File: src/rtl/cpid_pkg.sv
// Purpose: Shared constants and types for the command pulse input decoder.
// Assumes: 10 MHz system clock; command pulse rate at most 1.0 MHz.
// Notes: Increments are two-bit two's complement values.
package cpid_pkg;

    localparam int unsigned CLK_HZ = 10_000_000;
    localparam int unsigned MAX_PULSE_HZ = 1_000_000;
    // Quadrature edges at full rate come a quarter period apart; the shortest gap rounds down.
    localparam int unsigned MIN_EDGE_CYC = CLK_HZ / (4 * MAX_PULSE_HZ);
    localparam int unsigned FILT_LEN_DEF = 2;

    localparam logic [1:0] FMT_RESET = 2'h1;
    localparam logic [1:0] DIR_RESET = 2'h0;
    localparam int unsigned DIR_CW_POS_BIT = 0;
    localparam int unsigned DIR_A_LEAD_BIT = 1;

    localparam logic [1:0] INC_ZERO = 2'h0;
    localparam logic [1:0] INC_POS = 2'h1;
    localparam logic [1:0] INC_NEG = 2'h3;

    typedef enum logic [1:0] {
        FMT_PULSE_SIGN = 2'b00,
        FMT_FWD_REV = 2'b01,
        FMT_QUAD = 2'b10
    } cpid_fmt_t;

    typedef struct packed {
        logic [1:0] fmt;
        logic [1:0] dir;
    } cpid_cfg_t;

endpackage

File: src/rtl/cpid_decoder.sv
// Purpose: Decodes a command pulse train into signed position increments and makes encoder-style pulses.
// Assumes: Pin inputs are synchronous to I_CLK_SYS; settings are stable when reset is released.
// Notes: Settings are captured once after reset, which stands for power-up.
`timescale 1ns/1ps
module cpid_decoder #(
    parameter int unsigned FILT_LEN = cpid_pkg::FILT_LEN_DEF
) (
    input wire logic I_CLK_SYS,
    input wire logic I_RESET,
    input wire logic i_cmd_in_a_pos,
    input wire logic i_cmd_in_a_neg,
    input wire logic i_cmd_in_b_pos,
    input wire logic i_cmd_in_b_neg,
    input wire logic [1:0] i_format_sel,
    input wire logic [1:0] i_dir_sel,
    input wire logic i_position_mode,
    input wire logic i_fb_step,
    input wire logic i_fb_ccw,
    output logic o_cfg_ready,
    output logic [1:0] o_cmd_inc,
    output logic [1:0] o_motor_inc,
    output logic o_enc_a,
    output logic o_enc_b
);
    import cpid_pkg::*;

    // The filter must settle within the shortest legal gap between edges, so a longer filter is refused.
    if (FILT_LEN < 2 || FILT_LEN > MIN_EDGE_CYC) begin : g_bad_filt_len
        $error("FILT_LEN must lie between 2 and the shortest edge spacing");
    end

    cpid_cfg_t cfg_q;
    logic loaded_q;

    // Settings are taken once after reset release and then frozen.
    always_ff @(posedge I_CLK_SYS or posedge I_RESET) begin
        if (I_RESET) begin
            cfg_q <= '{fmt: FMT_RESET, dir: DIR_RESET};
            loaded_q <= 1'b0;
        end else if (!loaded_q) begin
            cfg_q <= '{fmt: i_format_sel, dir: i_dir_sel};
            loaded_q <= 1'b1;
        end
    end

    // A differential pair reads high when its positive leg is above its negative leg.
    wire [1:0] line_lvl = {i_cmd_in_b_pos & ~i_cmd_in_b_neg, i_cmd_in_a_pos & ~i_cmd_in_a_neg};
    logic [1:0] filt;

    genvar gi;
    generate
        for (gi = 0; gi < 2; gi++) begin : g_chan
            logic sync1_q;
            logic sync2_q;
            logic [FILT_LEN-1:0] hist_q;
            logic filt_q;
            wire all_high = &hist_q;
            wire all_low = ~|hist_q;
            always_ff @(posedge I_CLK_SYS or posedge I_RESET) begin
                if (I_RESET) begin
                    sync1_q <= 1'b0;
                    sync2_q <= 1'b0;
                    hist_q <= '0;
                    filt_q <= 1'b0;
                end else begin
                    sync1_q <= line_lvl[gi];
                    sync2_q <= sync1_q;
                    hist_q <= {hist_q[FILT_LEN-2:0], sync2_q};
                    if (all_high) begin
                        filt_q <= 1'b1;
                    end else if (all_low) begin
                        filt_q <= 1'b0;
                    end
                end
            end
            assign filt[gi] = filt_q;
        end
    endgenerate

    logic [1:0] prev_q;
    wire a = filt[0];
    wire b = filt[1];
    wire pa = prev_q[0];
    wire pb = prev_q[1];
    wire rise_a = a & ~pa;
    wire rise_b = b & ~pb;
    wire chg_a = a ^ pa;
    wire chg_b = b ^ pb;
    // With B leading, the new B level differs from the old A level on every forward step.
    wire quad_fwd = pa ^ b;
    wire quad_one = chg_a ^ chg_b;

    logic [1:0] step;
    always_comb begin
        step = INC_ZERO;
        case (cfg_q.fmt)
            FMT_PULSE_SIGN: begin
                if (rise_a) begin
                    step = b ? INC_POS : INC_NEG;
                end
            end
            FMT_FWD_REV: begin
                if (rise_a && !rise_b) begin
                    step = INC_POS;
                end else if (rise_b && !rise_a) begin
                    step = INC_NEG;
                end
            end
            FMT_QUAD: begin
                // Both phases moving in one cycle is a glitch and is not counted.
                if (quad_one) begin
                    step = quad_fwd ? INC_POS : INC_NEG;
                end
            end
            default: begin
                step = INC_ZERO;
            end
        endcase
    end

    wire count_en = loaded_q & i_position_mode;
    wire [1:0] cmd_inc_d = count_en ? step : INC_ZERO;
    wire cw_pos = cfg_q.dir[DIR_CW_POS_BIT];
    // Motor increments are CCW positive, so a CW-positive setting flips the sign.
    wire [1:0] motor_inc_d = cw_pos ? (INC_ZERO - cmd_inc_d) : cmd_inc_d;

    logic [1:0] cmd_inc_q;
    logic [1:0] motor_inc_q;
    always_ff @(posedge I_CLK_SYS or posedge I_RESET) begin
        if (I_RESET) begin
            prev_q <= 2'h0;
            cmd_inc_q <= INC_ZERO;
            motor_inc_q <= INC_ZERO;
        end else begin
            prev_q <= filt;
            cmd_inc_q <= cmd_inc_d;
            motor_inc_q <= motor_inc_d;
        end
    end

    // Encoder-style output: a gray sequence whose low bit leads while counting up (CCW).
    logic [1:0] phase_q;
    wire [1:0] phase_d = i_fb_step ? (i_fb_ccw ? phase_q + 2'h1 : phase_q - 2'h1) : phase_q;
    wire [1:0] gray_d = {phase_d[1], phase_d[1] ^ phase_d[0]};
    wire a_lead = cfg_q.dir[DIR_A_LEAD_BIT];
    wire enc_a_d = a_lead ? gray_d[0] : gray_d[1];
    wire enc_b_d = a_lead ? gray_d[1] : gray_d[0];
    logic enc_a_q;
    logic enc_b_q;
    always_ff @(posedge I_CLK_SYS or posedge I_RESET) begin
        if (I_RESET) begin
            phase_q <= 2'h0;
            enc_a_q <= 1'b0;
            enc_b_q <= 1'b0;
        end else begin
            phase_q <= phase_d;
            enc_a_q <= enc_a_d;
            enc_b_q <= enc_b_d;
        end
    end

    assign o_cfg_ready = loaded_q;
    assign o_cmd_inc = cmd_inc_q;
    assign o_motor_inc = motor_inc_q;
    assign o_enc_a = enc_a_q;
    assign o_enc_b = enc_b_q;
endmodule

File: config.mk
export PLATFORM = sky130hd
export DESIGN_NAME = cpid_decoder
export DESIGN_NICKNAME = d
export VERILOG_FILES = /design/src/rtl/cpid_pkg.sv /design/src/rtl/cpid_decoder.sv
export SDC_FILE = /design/constraint.sdc
export NUM_CORES = 1
export LEC_CHECK = 0
export BUFFER_PORTS_ARGS = -buffer_cell sky130_fd_sc_hd__buf_4
export CORE_MARGIN = 2
export CORE_UTILIZATION = 30
export DETAILED_ROUTE_END_ITERATION = 10
export SETUP_SLACK_MARGIN = 0.05
export SYNTH_ARGS = -nofsm -noshare
export SYNTH_HDL_FRONTEND = slang
export SYNTH_SLANG_ARGS = --single-unit
File: constraint.sdc
create_clock -name I_CLK_SYS -period 1.9 [get_ports I_CLK_SYS]
set_input_delay 0.38 -clock I_CLK_SYS [delete_from_list [all_inputs] [get_ports I_CLK_SYS]]
set_output_delay 0.38 -clock I_CLK_SYS [all_outputs]
set_load 0.03 [all_outputs]
# Word-level counts from Yosys, hierarchy flattened
# Index checks and enable logic that the tools add are counted.
dict set report word_totals {
  wordCells 64
  out_inout_bits 7
  reg_bits 25
}
dict set report op_classes {
  n_bitwise 14
  reduce_logical 9
  n_eq_ne 4
  muxes 17
  n_addsub 3
}
# cell count
set ops {}
lappend ops {{2-bit two-way mux} 10}
lappend ops {{1-bit two-way mux} 6}
lappend ops {{2-bit one-hot mux with 3 select lines} 1}
lappend ops {{1-bit AND} 5}
lappend ops {{1-bit bitwise XOR} 5}
lappend ops {{2-bit != test (second input constant)} 2}
lappend ops {{1-bit inverter} 4}
lappend ops {{2-bit AND reduction} 2}
lappend ops {{2-bit OR reduction} 2}
lappend ops {{2-bit by 1-bit adder with 2-bit output (second input constant)} 1}
lappend ops {{2-bit by 1-bit equality test with 1-bit output (second input constant)} 1}
lappend ops {{2-bit equality test (second input constant)} 1}
lappend ops {{1-bit logical AND} 2}
lappend ops {{1-bit logical NOT} 2}
lappend ops {{2-bit logical NOT} 1}
lappend ops {{1-bit by 2-bit subtractor with 2-bit output (first input constant)} 1}
lappend ops {{2-bit by 1-bit subtractor with 2-bit output (second input constant)} 1}

# Logic depth before layout (Yosys ltp)
dict set report depth {
  ltp_word 10
  ltp_mapped 8
  ltp_nobuf 8
}

# Worst setup path before layout
# Ideal clock, no wire load.
dict set report synth_path {
  kind {flip-flop to flip-flop}
  from {reg g_chan[1].filt_q (netlist: b)}
  to {reg motor_inc_q[1] (netlist: o_motor_inc[1])}
  t_arrival_ns 1.631
  setup_time_ns 0.075
  path_stages_with_launch 6
  path_buffers 0
  required_time_ns 1.825
  setup_slack_ns 0.195
  path_cell_list {dfrtp_1 > ha_1 > xnor2_1 > or3_1 > a211o_1 > a21oi_2}
}
dict set report synth_between {
  elab_chain_cells 8
  elab_cells_between_ends 17
  classes_between {add/sub (1); mux (9); bitwise (4); reduce/logical (3)}
}
# element line
set synth_lines {}
lappend synth_lines {{start, declared} cpid_decoder.sv:56} ;# logic filt_q;
lappend synth_lines {{start signal, assigned} cpid_decoder.sv:64} ;# filt_q <= 1'b0;
lappend synth_lines {{start signal, assigned} cpid_decoder.sv:70} ;# filt_q <= 1'b1;
lappend synth_lines {{start signal, assigned} cpid_decoder.sv:72} ;# filt_q <= 1'b0;
lappend synth_lines {{1-bit AND} cpid_decoder.sv:86} ;# wire rise_b = b & ~pb;
lappend synth_lines {{1-bit logical AND / 1-bit logical NOT (equally long branches)} {cpid_decoder.sv:105, cpid_decoder.sv:103}}
lappend synth_lines {{2-bit two-way mux / 1-bit logical AND (equally long branches)} {cpid_decoder.sv:105, cpid_decoder.sv:103}}
lappend synth_lines {{2-bit two-way mux} cpid_decoder.sv:103} ;# if (rise_a && !rise_b) begin
lappend synth_lines {{2-bit one-hot mux with 3 select lines (*)} cpid_decoder.sv:96} ;# case (cfg_q.fmt)
lappend synth_lines {{2-bit two-way mux (*)} cpid_decoder.sv:122} ;# wire [1:0] cmd_inc_d = count_en ? step : INC_ZERO;
lappend synth_lines {{1-bit by 2-bit subtractor with 2-bit output} cpid_decoder.sv:125} ;# wire [1:0] motor_inc_d = cw_pos ? (INC_ZERO - cmd_inc_d) : cmd_inc_d;
lappend synth_lines {{2-bit two-way mux (*)} cpid_decoder.sv:125}
lappend synth_lines {{named net motor_inc_d[1]} cpid_decoder.sv:125}
lappend synth_lines {{end signal, assigned} cpid_decoder.sv:137} ;# motor_inc_q <= motor_inc_d;
lappend synth_lines {{end, declared} cpid_decoder.sv:128} ;# logic [1:0] motor_inc_q;
# The timed path passes the listed nets; every way through them passes the cells marked *.
# A chain may end at the register's enable or synchronous reset.

# Final worst setup path
dict set report layout_path {
  from {reg g_chan[0].filt_q (netlist: a)}
  to {reg motor_inc_q[1] (netlist: o_motor_inc[1])}
}
dict set report layout_between {
  elab_chain_cells 9
  elab_cells_between_ends 14
  classes_between {add/sub (1); mux (7); bitwise (3); reduce/logical (3)}
}
# element line
set layout_lines {}
lappend layout_lines {{start, declared} cpid_decoder.sv:56}
lappend layout_lines {{start signal, assigned} cpid_decoder.sv:64}
lappend layout_lines {{start signal, assigned} cpid_decoder.sv:70}
lappend layout_lines {{start signal, assigned} cpid_decoder.sv:72}
lappend layout_lines {{1-bit AND} cpid_decoder.sv:85} ;# wire rise_a = a & ~pa;
lappend layout_lines {{1-bit logical NOT} cpid_decoder.sv:105} ;# end else if (rise_b && !rise_a) begin
lappend layout_lines {{1-bit logical AND} cpid_decoder.sv:105}
lappend layout_lines {{2-bit two-way mux} cpid_decoder.sv:105}
lappend layout_lines {{2-bit two-way mux} cpid_decoder.sv:103}
lappend layout_lines {{2-bit one-hot mux with 3 select lines (*)} cpid_decoder.sv:96}
lappend layout_lines {{2-bit two-way mux (*)} cpid_decoder.sv:122}
lappend layout_lines {{1-bit by 2-bit subtractor with 2-bit output} cpid_decoder.sv:125}
lappend layout_lines {{2-bit two-way mux (*)} cpid_decoder.sv:125}
lappend layout_lines {{named net motor_inc_d[1]} cpid_decoder.sv:125}
# Marks and branches as above.

==> flow_summary.json <==
{
  "drt_first_pass_iters": 6,
  "synth_area_sq_um": 973,
  "synth-seq-cells": 24,
  "rrSetupSlack_ns": 0.11,
  "initial_core_util_pct": 31.6,
  "fin_nets": 116,
  "cts.htree.levels": 1,
  "slowest_stage": "dfrtp_1",
  "drv_slew": 0,
  "worstReg2RegStart": "a$_DFFE_PP0P_",
  "synth_edf_count": 0,
  "insertion_delay_ns": 0.31,
  "r2r-end": "o_motor_inc[1]$_DFF_PP0_",
  "post-route-period-util_pct": 94.2,
  "rows": 20,
  "fin_worst_skew_ns": 0.00671,
  "cp.required_ns": 2.14,
  "crit_chain": "ha_1 > xnor2_2 > or3_1 > a211o_1 > a21oi_2",
  "clk_pin_slew_worst_paths_ns": 0.13,
  "status": "complete, no violations",
  "drive_gt1_share_pct": 35.1,
  "fin_cells": 141,
  "leakage_nw": 0.589,
  "end_kind": "flip-flop",
  "crit_type": "flip-flop to flip-flop",
  "hpwl_um": 1030,
  "post_drt_via_cell_ratio": 4.22,
  "die_y_um": 61.0,
  "avgRoutedWirePerCell_um": 9.95,
  "portBuffers": 19,
  "cts_inserted_buffers": 3,
  "setup_violations": 0,
  "cp-start-kind": "flip-flop",
  "synth_flop_cell": "dfrtp_1",
  "yosysTopAreaCellShare_pct": 59.1,
  "vias": 595,
  "arrival_ns": 2.03,
  "synth_cell_type_count": 24,
  "grt_antenna_before_repair": 0,
  "min_period_ns": 1.79,
  "fin_util_pct": 40.1,
  "yosysMostFrequentCell": "dfrtp_1",
  "num_antenna_cells": 0,
  "first_iter_violations": 7,
  "rsz0062_at_grt": "false",
  "nFillCells": 292,
  "path_max_fanout": 3,
  "worst_pin_slew_ns": 0.497,
  "async_flop_share_pct": 100,
  "synthToLayoutAreaGrowth_pct": 26.7,
  "critPathMaxStageDelay_ns": 0.42,
  "dp_cells": 137,
  "io_pins": 20,
  "peakVddDrop_mv": 0.662,
  "clock.fmax_ghz": 0.559,
  "cts_tree": "yes",
  "routed_wl_um": 1400,
  "fp.coreArea_sq_um": 3080,
  "cts.path.max_buffers": 2,
  "final_antenna_net_count": 0,
  "hold_viol": 0,
  "die_width_um": 61.0,
  "drcViolationCount": 0,
  "gp_congestion": 0.727,
  "grt_pass1_vias": 595,
  "syn_area_per_cell_sq_um": 12.8,
  "grt_max_degree": 25,
  "cts.sinks": 24,
  "root_buffer": "clkbuf_4",
  "maxCapViolCount": 0,
  "setup_tns_ns": 0,
  "power_density_nw_per_um2": 1040,
  "whs_ns": 0.0850,
  "seq_area_frac_synth_pct": 61.8,
  "power.total_mw": 1.28,
  "yosysWarnings": 0,
  "r2r_cells": 5,
  "hp-class": "input port to async pin",
  "synthTopCellsByArea": "dfrtp_1, mux2_2, ha_1",
  "maxSlewHeadroom_pct": 66.5,
  "syn_inst": 76,
  "grt_pass1_wl_um": 2370,
  "grt-ovfl-total": 0,
  "dieArea_sq_um": 3720,
  "synth_nets": 94,
  "ys_top_cells_by_count": "dfrtp_1, inv_1, mux2_2",
  "gr-usage-all-layers_pct": 8.88,
  "yosys.area.top_type": "dfrtp_1"
}
[where the power goes]
| group | switching, mW | internal [mW] | leakage [nW] |
|---|---|---|---|
| logic | 0.156 | 0.136 | 0.257 |
| registers | 0.0448 | 0.583 | 0.303 |
| clock network | 0.147 | 0.213 | 0.0279 |
[layer usage]
metal  vias to the layer above  GRT usage (%)  share of wire, %
li1                        291              -                 -
met1                       287           10.3                45
met2                        15           14.9                49
met3                         2           1.92               5.6
met4                         0           5.59              0.86
met5                         -              0                 0
[through the flow]
step / setup WS (ns) / cell area, sq um
after floorplan: 0.195 / 973
after global placement: 0.156 / 1160
after detailed placement: 0.106 / 1160
after CTS: 0.0723 / 1210
after global routing: 0.0404 / 1230
final: 0.110 / 1230
[what timing repair did]
item | in CTS | in global routing
setup endpoints to repair | 0 | 1
gates resized for setup | 0 | 2
buffers inserted | 0 | 0
hold buffers | 0 | 0
[critical path: cells and delay by family (launching register included)]
kind                       cells  cell delay [ns]
adders and majority gates      1             0.33
DFF                            1             0.42
and+or+nand+nor                1             0.37
AOI/OAI and AO/OA              2             0.43
xor gates and xnor gates       1             0.16
[cell families after synthesis]
| family | Yosys count | synth area share [%] |
|---|---|---|
| buffers and inverters | 9 | 4.11 |
| XOR/XNOR | 7 | 6.30 |
| AND/OR/NAND/NOR | 17 | 8.36 |
| multiplexers | 6 | 6.94 |
| other | 1 | 0.385 |
| AO/OA/AOI/OAI | 7 | 5.66 |
| adder cells (fa/ha/maj) | 5 | 6.43 |
| flip-flops | 24 | 61.8 |
[final cells by class]
cell class	instances	area, sq um	share of cell area [%]
Clock buffer	3	22.5	1.83
Clock inverter	1	30.0	2.43
Inverter	6	22.5	1.83
Multi-Input combinational cell	43	352	28.5
Sequential cell	24	602	48.8
Tap cell	44	55.1	4.46
Timing Repair Buffer	20	150	12.2
[placed cells by master, fill, tap and decap left out, drive strengths merged, types with 2 or more instances in the layout]
cell type	instances
a21oi	2
xor2	4
ha	5
clkbuf	3
xnor2	3
buf	20
nand2	5
nor2b	3
mux2	6
inv	6
dfrtp	23
nor2	5
[registers in the layout (all words and copies together) (netlist names)]
register and cells:
g_chan.hist_q 4, cfg_q 3, g_chan.sync1_q 2, g_chan.sync2_q 2, o_motor_inc 2, phase_q 2, prev_q 2, a 1
a_lead 1, b 1, o_cfg_ready 1, o_cmd_inc 1, o_enc_a 1, o_enc_b 1
[how the worst max path moves through the flow]
stage | from | to | slack (ns)
6_report | a$_DFFE_PP0P_ | o_motor_inc[1]$_DFF_PP0_ | 0.11
5_1_grt | prev_q[0]$_DFF_PP0_ | o_motor_inc[1]$_DFF_PP0_ | 0.04
4_1_cts | b$_DFFE_PP0P_ | o_motor_inc[1]$_DFF_PP0_ | 0.07
3_5_place_dp | b$_DFFE_PP0P_ | o_motor_inc[1]$_DFF_PP0_ | 0.11
3_3_place_gp | b$_DFFE_PP0P_ | o_motor_inc[1]$_DFF_PP0_ | 0.16
2_1_floorplan | b$_DFFE_PP0P_ | o_motor_inc[1]$_DFF_PP0_ | 0.19
Power figures use the tool's default switching activity.
